### config.mk
export PLATFORM = sky130hd
export DESIGN_NAME = scs_top
export DESIGN_NICKNAME = d
export VERILOG_FILES = /design/src/verilog/scs_wait_timer.v /design/src/verilog/scs_top.v
export VERILOG_INCLUDE_DIRS = /design/src /design/src/verilog
export SDC_FILE = /design/constraint.sdc
export NUM_CORES = 1
export LEC_CHECK = 0
export BUFFER_PORTS_ARGS = -buffer_cell sky130_fd_sc_hd__buf_2
export CAP_MARGIN = 15
export CORE_UTILIZATION = 30
export DETAILED_ROUTE_END_ITERATION = 8
export RECOVER_POWER = 100
export SYNTH_ARGS = -nofsm -noshare
export SYNTH_HDL_FRONTEND = slang
export SYNTH_SLANG_ARGS = --single-unit
### constraint.sdc
create_clock -name clk_sys -period 2.6 [get_ports clk_sys]
set_input_delay 0 -clock clk_sys [delete_from_list [all_inputs] [get_ports clk_sys]]
set_output_delay 0 -clock clk_sys [all_outputs]
set_load 0.01 [all_outputs]
### src/verilog/scs_consts.vh
// constants for the system clock and standby control block
`ifndef SCS_CONSTS_VH
`define SCS_CONSTS_VH

// register byte address on the apb bus
`define SCS_CTRL_ADDR 8'hF0
`define SCS_CTRL_RESET 8'h04
// writable bits of the control register; the unused bit reads as one
`define SCS_CTRL_WMASK 8'hFB
`define SCS_CTRL_RMASK_SET 8'h04

// field positions
`define SCS_SOFTWARE_STANDBY_SELECT_BIT 7
`define SCS_STS_HI 6
`define SCS_STS_LO 4
`define SCS_LOW_SPEED_CLOCK_SELECT_BIT 3
`define SCS_MA_HI 1
`define SCS_MA_LO 0

// medium speed divider terminal counts (divide by n, count 0..n-1)
`define SCS_DIV16_LAST 7'h0F
`define SCS_DIV32_LAST 7'h1F
`define SCS_DIV64_LAST 7'h3F
`define SCS_DIV128_LAST 7'h7F

// settling waits in states (one state is one system clock cycle)
`define SCS_WAIT_0 8192
`define SCS_WAIT_1 16384
`define SCS_WAIT_2 32768
`define SCS_WAIT_3 65536
`define SCS_WAIT_4 131072
`define SCS_WAIT_5 18'h00002
`define SCS_WAIT_6 18'h00008
`define SCS_WAIT_7 18'h00010
`define SCS_WAIT_W 18

`endif

### src/verilog/scs_wait_timer.v
// settling wait counter started on wake-up, reports when the wait has elapsed
`timescale 1ns/1ns
module scs_wait_timer (
   clk_sys,
   sys_rst,
   clk_en,
   start,
   length,
   busy,
   done
);
   input wire clk_sys; // system clock
   input wire sys_rst; // synchronous reset, active high
   input wire clk_en; // freezes the counter while low
   input wire start; // one-cycle pulse, loads the wait length
   input wire [17:0] length; // wait in states, at least one
   output reg busy; // high while the wait runs
   output reg done; // one-cycle pulse when the wait ends

   reg [17:0] count_reg;

   always @(posedge clk_sys) begin
      if (sys_rst) begin
         count_reg <= 18'h00000;
         busy <= 1'b0;
         done <= 1'b0;
      end else if (clk_en) begin
         done <= 1'b0;
         if (start) begin
            count_reg <= length - 18'h00001;
            busy <= 1'b1;
         end else if (busy) begin
            if (count_reg == 18'h00000) begin
               busy <= 1'b0;
               done <= 1'b1;
            end else begin
               count_reg <= count_reg - 18'h00001;
            end
         end
      end
   end
endmodule

### src/verilog/scs_top.v
// system clock select, medium speed divider and standby control with apb access
//
// Summary of operation
// - control register at byte address F0, fields standby, wait, low speed, divider.
// - medium speed clock is oscillator divided by 16, 32, 64 or 128.
// - low speed bit 0 runs cpu on system clock, 1 on subclock.
// - wait codes 000 to 100 give 8192 up to 131072 states.
// - wait codes 101, 110, 111 give 2, 8 and 16 states.
// - sleep request enters sleep if standby bit 0, else standby or watch.
//
// Chosen here: the APB interface to the registers.
`timescale 1ns/1ns
`include "scs_consts.vh"
module scs_top (
   clk_sys,
   sys_rst,
   clk_en,
   psel,
   penable,
   pwrite,
   paddr,
   pwdata,
   prdata,
   pready,
   pslverr,
   sleep_req,
   watch_enable,
   medium_speed_on,
   wake_event,
   subclock_in,
   cpu_clk_en,
   medium_clk_tick,
   cpu_on_subclock,
   cpu_run,
   sleep_mode,
   standby_mode,
   watch_mode,
   osc_stop
);
   parameter WAIT_0 = `SCS_WAIT_0;
   parameter WAIT_1 = `SCS_WAIT_1;
   parameter WAIT_2 = `SCS_WAIT_2;
   parameter WAIT_3 = `SCS_WAIT_3;
   parameter WAIT_4 = `SCS_WAIT_4;

   input wire clk_sys; // oscillator clock, 250 MHz
   input wire sys_rst; // synchronous reset, active high
   input wire clk_en; // freezes all state while low
   input wire psel; // apb select
   input wire penable; // apb access phase
   input wire pwrite; // apb direction, high for write
   input wire [7:0] paddr; // apb byte address
   input wire [31:0] pwdata; // apb write data
   output reg [31:0] prdata; // apb read data
   output reg pready; // apb transfer done
   output reg pslverr; // apb error for unmapped address
   input wire sleep_req; // one-cycle sleep instruction pulse from cpu
   input wire watch_enable; // watch timer running, picks watch over standby
   input wire medium_speed_on; // cpu uses the medium speed clock in active mode
   input wire wake_event; // wake-up request from pins, asynchronous
   input wire subclock_in; // subclock, asynchronous, much slower than clk_sys
   output reg cpu_clk_en; // cpu clock enable pulse or level
   output reg medium_clk_tick; // one pulse per medium speed period
   output reg cpu_on_subclock; // cpu follows the subclock
   output reg cpu_run; // cpu released
   output reg sleep_mode; // in sleep mode
   output reg standby_mode; // in standby mode
   output reg watch_mode; // in watch mode
   output reg osc_stop; // request to stop the oscillator

   localparam ST_ACTIVE = 3'b000;
   localparam ST_SLEEP = 3'b001;
   localparam ST_STANDBY = 3'b010;
   localparam ST_WATCH = 3'b011;
   localparam ST_SETTLE = 3'b100;

   reg [7:0] ctrl_reg;
   reg [2:0] state_reg;
   reg [2:0] state_next;
   reg [6:0] div_cnt_reg;
   reg [6:0] div_last;
   reg sub_prev_reg;
   reg timer_start_reg;
   reg [17:0] wait_len;
   wire [1:0] pin_async;
   wire [1:0] pin_sync;
   wire wake_sync;
   wire sub_sync;
   wire timer_done;
   wire sub_rise;
   wire sel_ok;
   wire bus_done;
   wire bus_write;
   wire [7:0] ctrl_read;

   // apb decode; a transfer finishes on the second access cycle
   assign sel_ok = (paddr == `SCS_CTRL_ADDR);
   assign bus_done = psel & penable & pready;
   assign bus_write = bus_done & pwrite & sel_ok;
   assign ctrl_read = (ctrl_reg & `SCS_CTRL_WMASK) | `SCS_CTRL_RMASK_SET;
   assign sub_rise = sub_sync & ~sub_prev_reg;
   assign wake_sync = pin_sync[0];
   assign sub_sync = pin_sync[1];

   always @(posedge clk_sys) begin
      if (sys_rst) begin
         ctrl_reg <= `SCS_CTRL_RESET;
      end else if (clk_en) begin
         if (bus_write) begin
            ctrl_reg <= pwdata[7:0] & `SCS_CTRL_WMASK;
         end
      end
   end

   // apb answer, one wait state; pready drops right after each completion
   always @(posedge clk_sys) begin
      if (sys_rst) begin
         pready <= 1'b0;
         pslverr <= 1'b0;
         prdata <= 32'h00000000;
      end else if (clk_en) begin
         if (psel & penable & ~pready) begin
            pready <= 1'b1;
            pslverr <= ~sel_ok;
            if (~pwrite & sel_ok) begin
               prdata <= {24'h000000, ctrl_read};
            end else begin
               prdata <= 32'h00000000;
            end
         end else begin
            pready <= 1'b0;
            pslverr <= 1'b0;
         end
      end
   end

   // pins come from other domains: two flops before anything reads them
   // index 0 carries the wake pin, index 1 the subclock
   assign pin_async = {subclock_in, wake_event};
   genvar gi;
   generate
      for (gi = 0; gi < 2; gi = gi + 1) begin : g_sync
         reg meta_reg;
         reg sync_reg;
         always @(posedge clk_sys) begin
            if (sys_rst) begin
               meta_reg <= 1'b0;
               sync_reg <= 1'b0;
            end else if (clk_en) begin
               meta_reg <= pin_async[gi];
               sync_reg <= meta_reg;
            end
         end
         assign pin_sync[gi] = sync_reg;
      end
   endgenerate

   // previous synced subclock level, for the rising edge detector
   always @(posedge clk_sys) begin
      if (sys_rst) begin
         sub_prev_reg <= 1'b0;
      end else if (clk_en) begin
         sub_prev_reg <= sub_sync;
      end
   end

   // terminal count per divider code, ascending
   always @* begin
      case (ctrl_reg[`SCS_MA_HI:`SCS_MA_LO])
         2'b00: div_last = `SCS_DIV16_LAST;
         2'b01: div_last = `SCS_DIV32_LAST;
         2'b10: div_last = `SCS_DIV64_LAST;
         2'b11: div_last = `SCS_DIV128_LAST;
         default: div_last = `SCS_DIV16_LAST;
      endcase
   end

   // free-running divider; a code change applies to the running period at once
   always @(posedge clk_sys) begin
      if (sys_rst) begin
         div_cnt_reg <= 7'h00;
         medium_clk_tick <= 1'b0;
      end else if (clk_en) begin
         if (div_cnt_reg >= div_last) begin
            div_cnt_reg <= 7'h00;
            medium_clk_tick <= 1'b1;
         end else begin
            div_cnt_reg <= div_cnt_reg + 7'h01;
            medium_clk_tick <= 1'b0;
         end
      end
   end

   // long waits, parameters so a simulation can shorten them
   // short waits for an external or already stable clock
   always @* begin
      case (ctrl_reg[`SCS_STS_HI:`SCS_STS_LO])
         3'b000: wait_len = WAIT_0[17:0];
         3'b001: wait_len = WAIT_1[17:0];
         3'b010: wait_len = WAIT_2[17:0];
         3'b011: wait_len = WAIT_3[17:0];
         3'b100: wait_len = WAIT_4[17:0];
         3'b101: wait_len = `SCS_WAIT_5;
         3'b110: wait_len = `SCS_WAIT_6;
         3'b111: wait_len = `SCS_WAIT_7;
         default: wait_len = `SCS_WAIT_5;
      endcase
   end

   // power mode sequencing
   always @* begin
      state_next = state_reg;
      case (state_reg)
         ST_ACTIVE: begin
            // standby bit picks sleep or standby/watch
            if (sleep_req) begin
               if (~ctrl_reg[`SCS_SOFTWARE_STANDBY_SELECT_BIT]) begin
                  state_next = ST_SLEEP;
               end else if (watch_enable) begin
                  state_next = ST_WATCH;
               end else begin
                  state_next = ST_STANDBY;
               end
            end
         end
         ST_SLEEP: begin
            // oscillator keeps running in sleep, so no settling is needed
            if (wake_sync) begin
               state_next = ST_ACTIVE;
            end
         end
         ST_STANDBY, ST_WATCH: begin
            // the oscillator restarts on leaving, so settle before the cpu runs
            if (wake_sync) begin
               state_next = ST_SETTLE;
            end
         end
         ST_SETTLE: begin
            // release only after the selected wait
            if (timer_done) begin
               state_next = ST_ACTIVE;
            end
         end
         default: begin
            state_next = ST_ACTIVE;
         end
      endcase
   end

   always @(posedge clk_sys) begin
      if (sys_rst) begin
         state_reg <= ST_ACTIVE;
         timer_start_reg <= 1'b0;
      end else if (clk_en) begin
         state_reg <= state_next;
         // start the settling count on wake from standby or watch
         timer_start_reg <= (state_next == ST_SETTLE) & (state_reg != ST_SETTLE);
      end
   end

   scs_wait_timer u_wait (
      .clk_sys(clk_sys),
      .sys_rst(sys_rst),
      .clk_en(clk_en),
      .start(timer_start_reg),
      .length(wait_len),
      .busy(),
      .done(timer_done)
   );

   // mode outputs and cpu clock selection, all registered
   always @(posedge clk_sys) begin
      if (sys_rst) begin
         cpu_run <= 1'b1;
         sleep_mode <= 1'b0;
         standby_mode <= 1'b0;
         watch_mode <= 1'b0;
         osc_stop <= 1'b0;
         cpu_on_subclock <= 1'b0;
         cpu_clk_en <= 1'b0;
      end else if (clk_en) begin
         cpu_run <= (state_next == ST_ACTIVE);
         sleep_mode <= (state_next == ST_SLEEP);
         standby_mode <= (state_next == ST_STANDBY);
         watch_mode <= (state_next == ST_WATCH);
         // the oscillator restarts as settling begins; the wait covers
         // its start-up, not the few cycles of wake synchronisation
         osc_stop <= (state_next == ST_STANDBY) | (state_next == ST_WATCH);
         // low speed bit picks subclock or system clock
         cpu_on_subclock <= ctrl_reg[`SCS_LOW_SPEED_CLOCK_SELECT_BIT];
         if (state_next != ST_ACTIVE) begin
            cpu_clk_en <= 1'b0;
         end else if (ctrl_reg[`SCS_LOW_SPEED_CLOCK_SELECT_BIT]) begin
            cpu_clk_en <= sub_rise;
         end else if (medium_speed_on) begin
            cpu_clk_en <= medium_clk_tick;
         end else begin
            cpu_clk_en <= 1'b1;
         end
      end
   end
endmodule

==> out/metrics.csv <==
stage,metric,value,unit
synth,area fraction of the dominant cell type after synthesis,0.387,
critical_path,crit start category,flip-flop,
grt,maximum number of pins on one net before global-route repair,33,
placement,Placed Area,0.00384,mm^2
synth,most frequent cell after synthesis,dfxtp_1,
route,Vias per Instance,5.16,
floorplan,standard-cell rows,39,
critical_path,sort of element at the end of the critical path,flip-flop,
power_and_ir_drop,combinational group share of total power,0.058,
clock_tree,number of buffers added to fix hold violations after cts,7,
power_and_ir_drop,Clk pwr share,0.490,
grt,global routing usage summed across all routing layers,0.150,
synth,Synth Cell Area,0.00357,mm^2
floorplan,die width,111,um
clock_tree,Root Driver,clkbuf_16,
outcome,outcome,"complete, but fails checks",
timing,worst clock skew,8.18,ps
clock_tree,H-tree depth,3,
power_and_ir_drop,Int Power,1.81,mW
floorplan,I/O pin count,93,
floorplan,starting utilization of the core area,0.310,
timing,worst slew pin tran,695,ps
timing,unrepaired setup endpoints after global routing,false,
clock_tree,CTS tree,done,
clock_tree,Clock transition at path regs,60,ps
power_and_ir_drop,total power divided by cell area,575,mW/mm^2
timing,worst-case headroom to the max-slew limit,0.537,
synth,Seq cells post-synth,69,
outcome,failing checks,DRC,
synth,count of warnings emitted by yosys,0,
critical_path,data required time of the worst path,2860,ps
grt,number of antenna violations at the first check in global routing,0,
power_and_ir_drop,highest ir drop seen on vdd,0.000365,V
clock_tree,number of cells upsized or downsized after cts,0,
synth,Post-Synthesis Cells,427,
placement,port buffer count,43,
placement,HPWL Detailed,6140,um
cells_and_area,"non-filler cells, final",620,
timing,maximum operating frequency,444,MHz
synth,top post-synthesis cells by area,"dfxtp_1, a21oi_1, buf_4, nand2_1, nor2_1",
min_path,worst min-delay path category,input pin to flip-flop,
cells_and_area,final cell area excluding filler cells,0.00416,mm^2
power_and_ir_drop,leakage component of the power,1.61,nW
critical_path,maximum fanout encountered on the critical timing path,8,
flow_run,number of max-cap violations,0,
timing,final hold violations,0,
cells_and_area,share of final-layout standard cells stronger than drive strength 1,0.113,
timing,final period utilization,0.866,
synth,Post-synth ARST share,0,
timing,setup violation total in the final timing report,0,
route,detailed-route via count,3199,
synth,post-synthesis cell type with the largest combined area,dfxtp_1,
floorplan,placeable core region,0.0115,mm^2
clock_tree,number of buffers created by CTS,9,
synth,prevailing post-synth register cell,dfxtp_1,
power_and_ir_drop,switching part of the total,0.244,
cells_and_area,antenna diode count,0,
critical_path,reg-to-reg startpoint,u_wait.count_reg[0],
clock_tree,Setup Buffers After CTS,0,
floorplan,die boundary height,111,um
synth,number of flops mapped to enable cells by yosys,0,
placement,Cells after DPL,597,
grt,total global routing overflow,0,
critical_path,Critical Path Start,u_wait.count_reg[0],
clock_tree,"Clk Latency, worst-skew pair",330,ps
timing,sum of negative setup slack,0,ps
power_and_ir_drop,switching pwr,0.584,mW
synth,sequential-to-total area share from yosys stat,0.387,
grt,global-route wire length before repair,14900,um
clock_tree,Clock Sinks,69,
min_path,Min-Delay Startpoint,pwdata[6],
grt,number of global-route vias before repair,3085,
route,number of violations reported at the end of detailed-routing iteration 0,180,
cells_and_area,area added between synthesis and finish,16.7,%
synth,commonest cells in the synthesized netlist,"dfxtp_1, nand2_1, nor2_1, a21oi_1, buf_4",
route,number of remaining DRC errors,6,
route,count of antenna-violating nets left after detailed routing,0,
floorplan,Die ar.,0.0123,mm^2
cells_and_area,"flip-flop count of the largest register, all copies and words added",18,
route,iteration count of the initial detailed-routing pass,9,
critical_path,Arrival @ worst endpoint,2510,ps
synth,count of different cell masters after synthesis,62,
synth,Post-Synthesis Mean Instance Area,8.35,um^2
critical_path,worst setup path category,flip-flop to flip-flop,
power_and_ir_drop,proportion of power drawn by flip-flops and latches,0.453,
cells_and_area,net count reported at finish,531,
placement,final estimated routing congestion in global placement,0.827,
clock_tree,number of buffers on the longest clock path,2,
route,post-detailed-routing wire length,8710,um
route,routed wire length per instance,14.1,um
timing,shortest period the worst path allows,2250,ps
timing,max-slew violation count,0,
stage by stage:
stage	power [mW]	setup WS [ps]	hold WS [ps]	utilization
floorplan	1.22	623	136	-
global placement	1.23	524	241	0.334
detailed placement	1.24	471	249	0.334
CTS	2.42	444	0.640	0.365
global route	2.49	134	29.8	0.362
finish	2.39	348	12.6	0.362
cell type report:
| type | count | area, um^2 |
|---|---|---|
| clock buffer | 10 | 239 |
| fill | 1211 | 7350 |
| clock inverter | 6 | 52.6 |
| tap | 143 | 179 |
| timing repair buffer | 60 | 319 |
| inverter | 14 | 52.6 |
| multi-input combinational | 318 | 1940 |
| sequential | 69 | 1380 |
cells in the final DEF, fill, tap and decap left out, types with 8 or more instances in the layout:
cell | Yosys | routed
o21ai_0 | 10 | 10
nand4_1 | 9 | 9
a22oi_1 | 9 | 9
ha_1 | 8 | 8
inv_1 | 14 | 14
nand3_1 | 9 | 9
conb_1 | 1 | 24
mux2i_1 | 14 | 14
nor2_1 | 39 | 39
clkbuf_1 | 18 | 23
a21oi_1 | 37 | 37
dfxtp_1 | 69 | 69
nand2_1 | 45 | 45
clkbuf_16 | 0 | 9
buf_2 | 3 | 25
power groups by stage:
stage                     clock network, mW  logic [mW]  registers, mW
after floorplan                           0       0.111           1.11
after global placement                    0       0.127           1.11
after detailed placement                  0       0.129           1.11
after CTS                              1.20       0.138           1.08
after global routing                   1.25       0.152           1.09
final                                  1.17       0.138           1.08
worst max-delay path, cell delays in order (launching register included):
cell      delay (ps)
dfxtp_1          360
inv_1            100
ha_1             240
nor3b_1          150
clkbuf_1         160
and3_1           220
a21oi_1          550
o21ai_0          230
a21oi_1          180
metal layers:
| metal | global-route usage | wire (um) | vias up |
|---|---|---|---|
| met2 | 0.239 | 4190 | 79 |
| met4 | 0.0559 | 80 | 0 |
| li1 | - | - | 1582 |
| met5 | 0 | 0 | - |
| met3 | 0.0454 | 406 | 8 |
| met1 | 0.191 | 4040 | 1530 |
kinds of logic after synthesis:
logic type / Yosys count / synth area share
muxes: 14 / 0.0393
buffers and inverters: 63 / 0.0929
other: 1 / 0.00105
AOI/OAI and AO/OA: 97 / 0.180
xor gates and xnor gates: 9 / 0.0221
adders and majority gates: 8 / 0.0281
DFF: 69 / 0.387
and+or+nand+nor: 166 / 0.249
path summary, 6_finish.rpt:
kind                                              to  cells past startpoint  slack (ps)
worst max-delay path            u_wait.count_reg[10]                      8         350
worst min-delay path                     wait_len[4]                      3          10
worst max register to register  u_wait.count_reg[10]                      8         350
worst min register to register              osc_stop                      2         460
No activity file was read; power rests on OpenSTA's default activity.
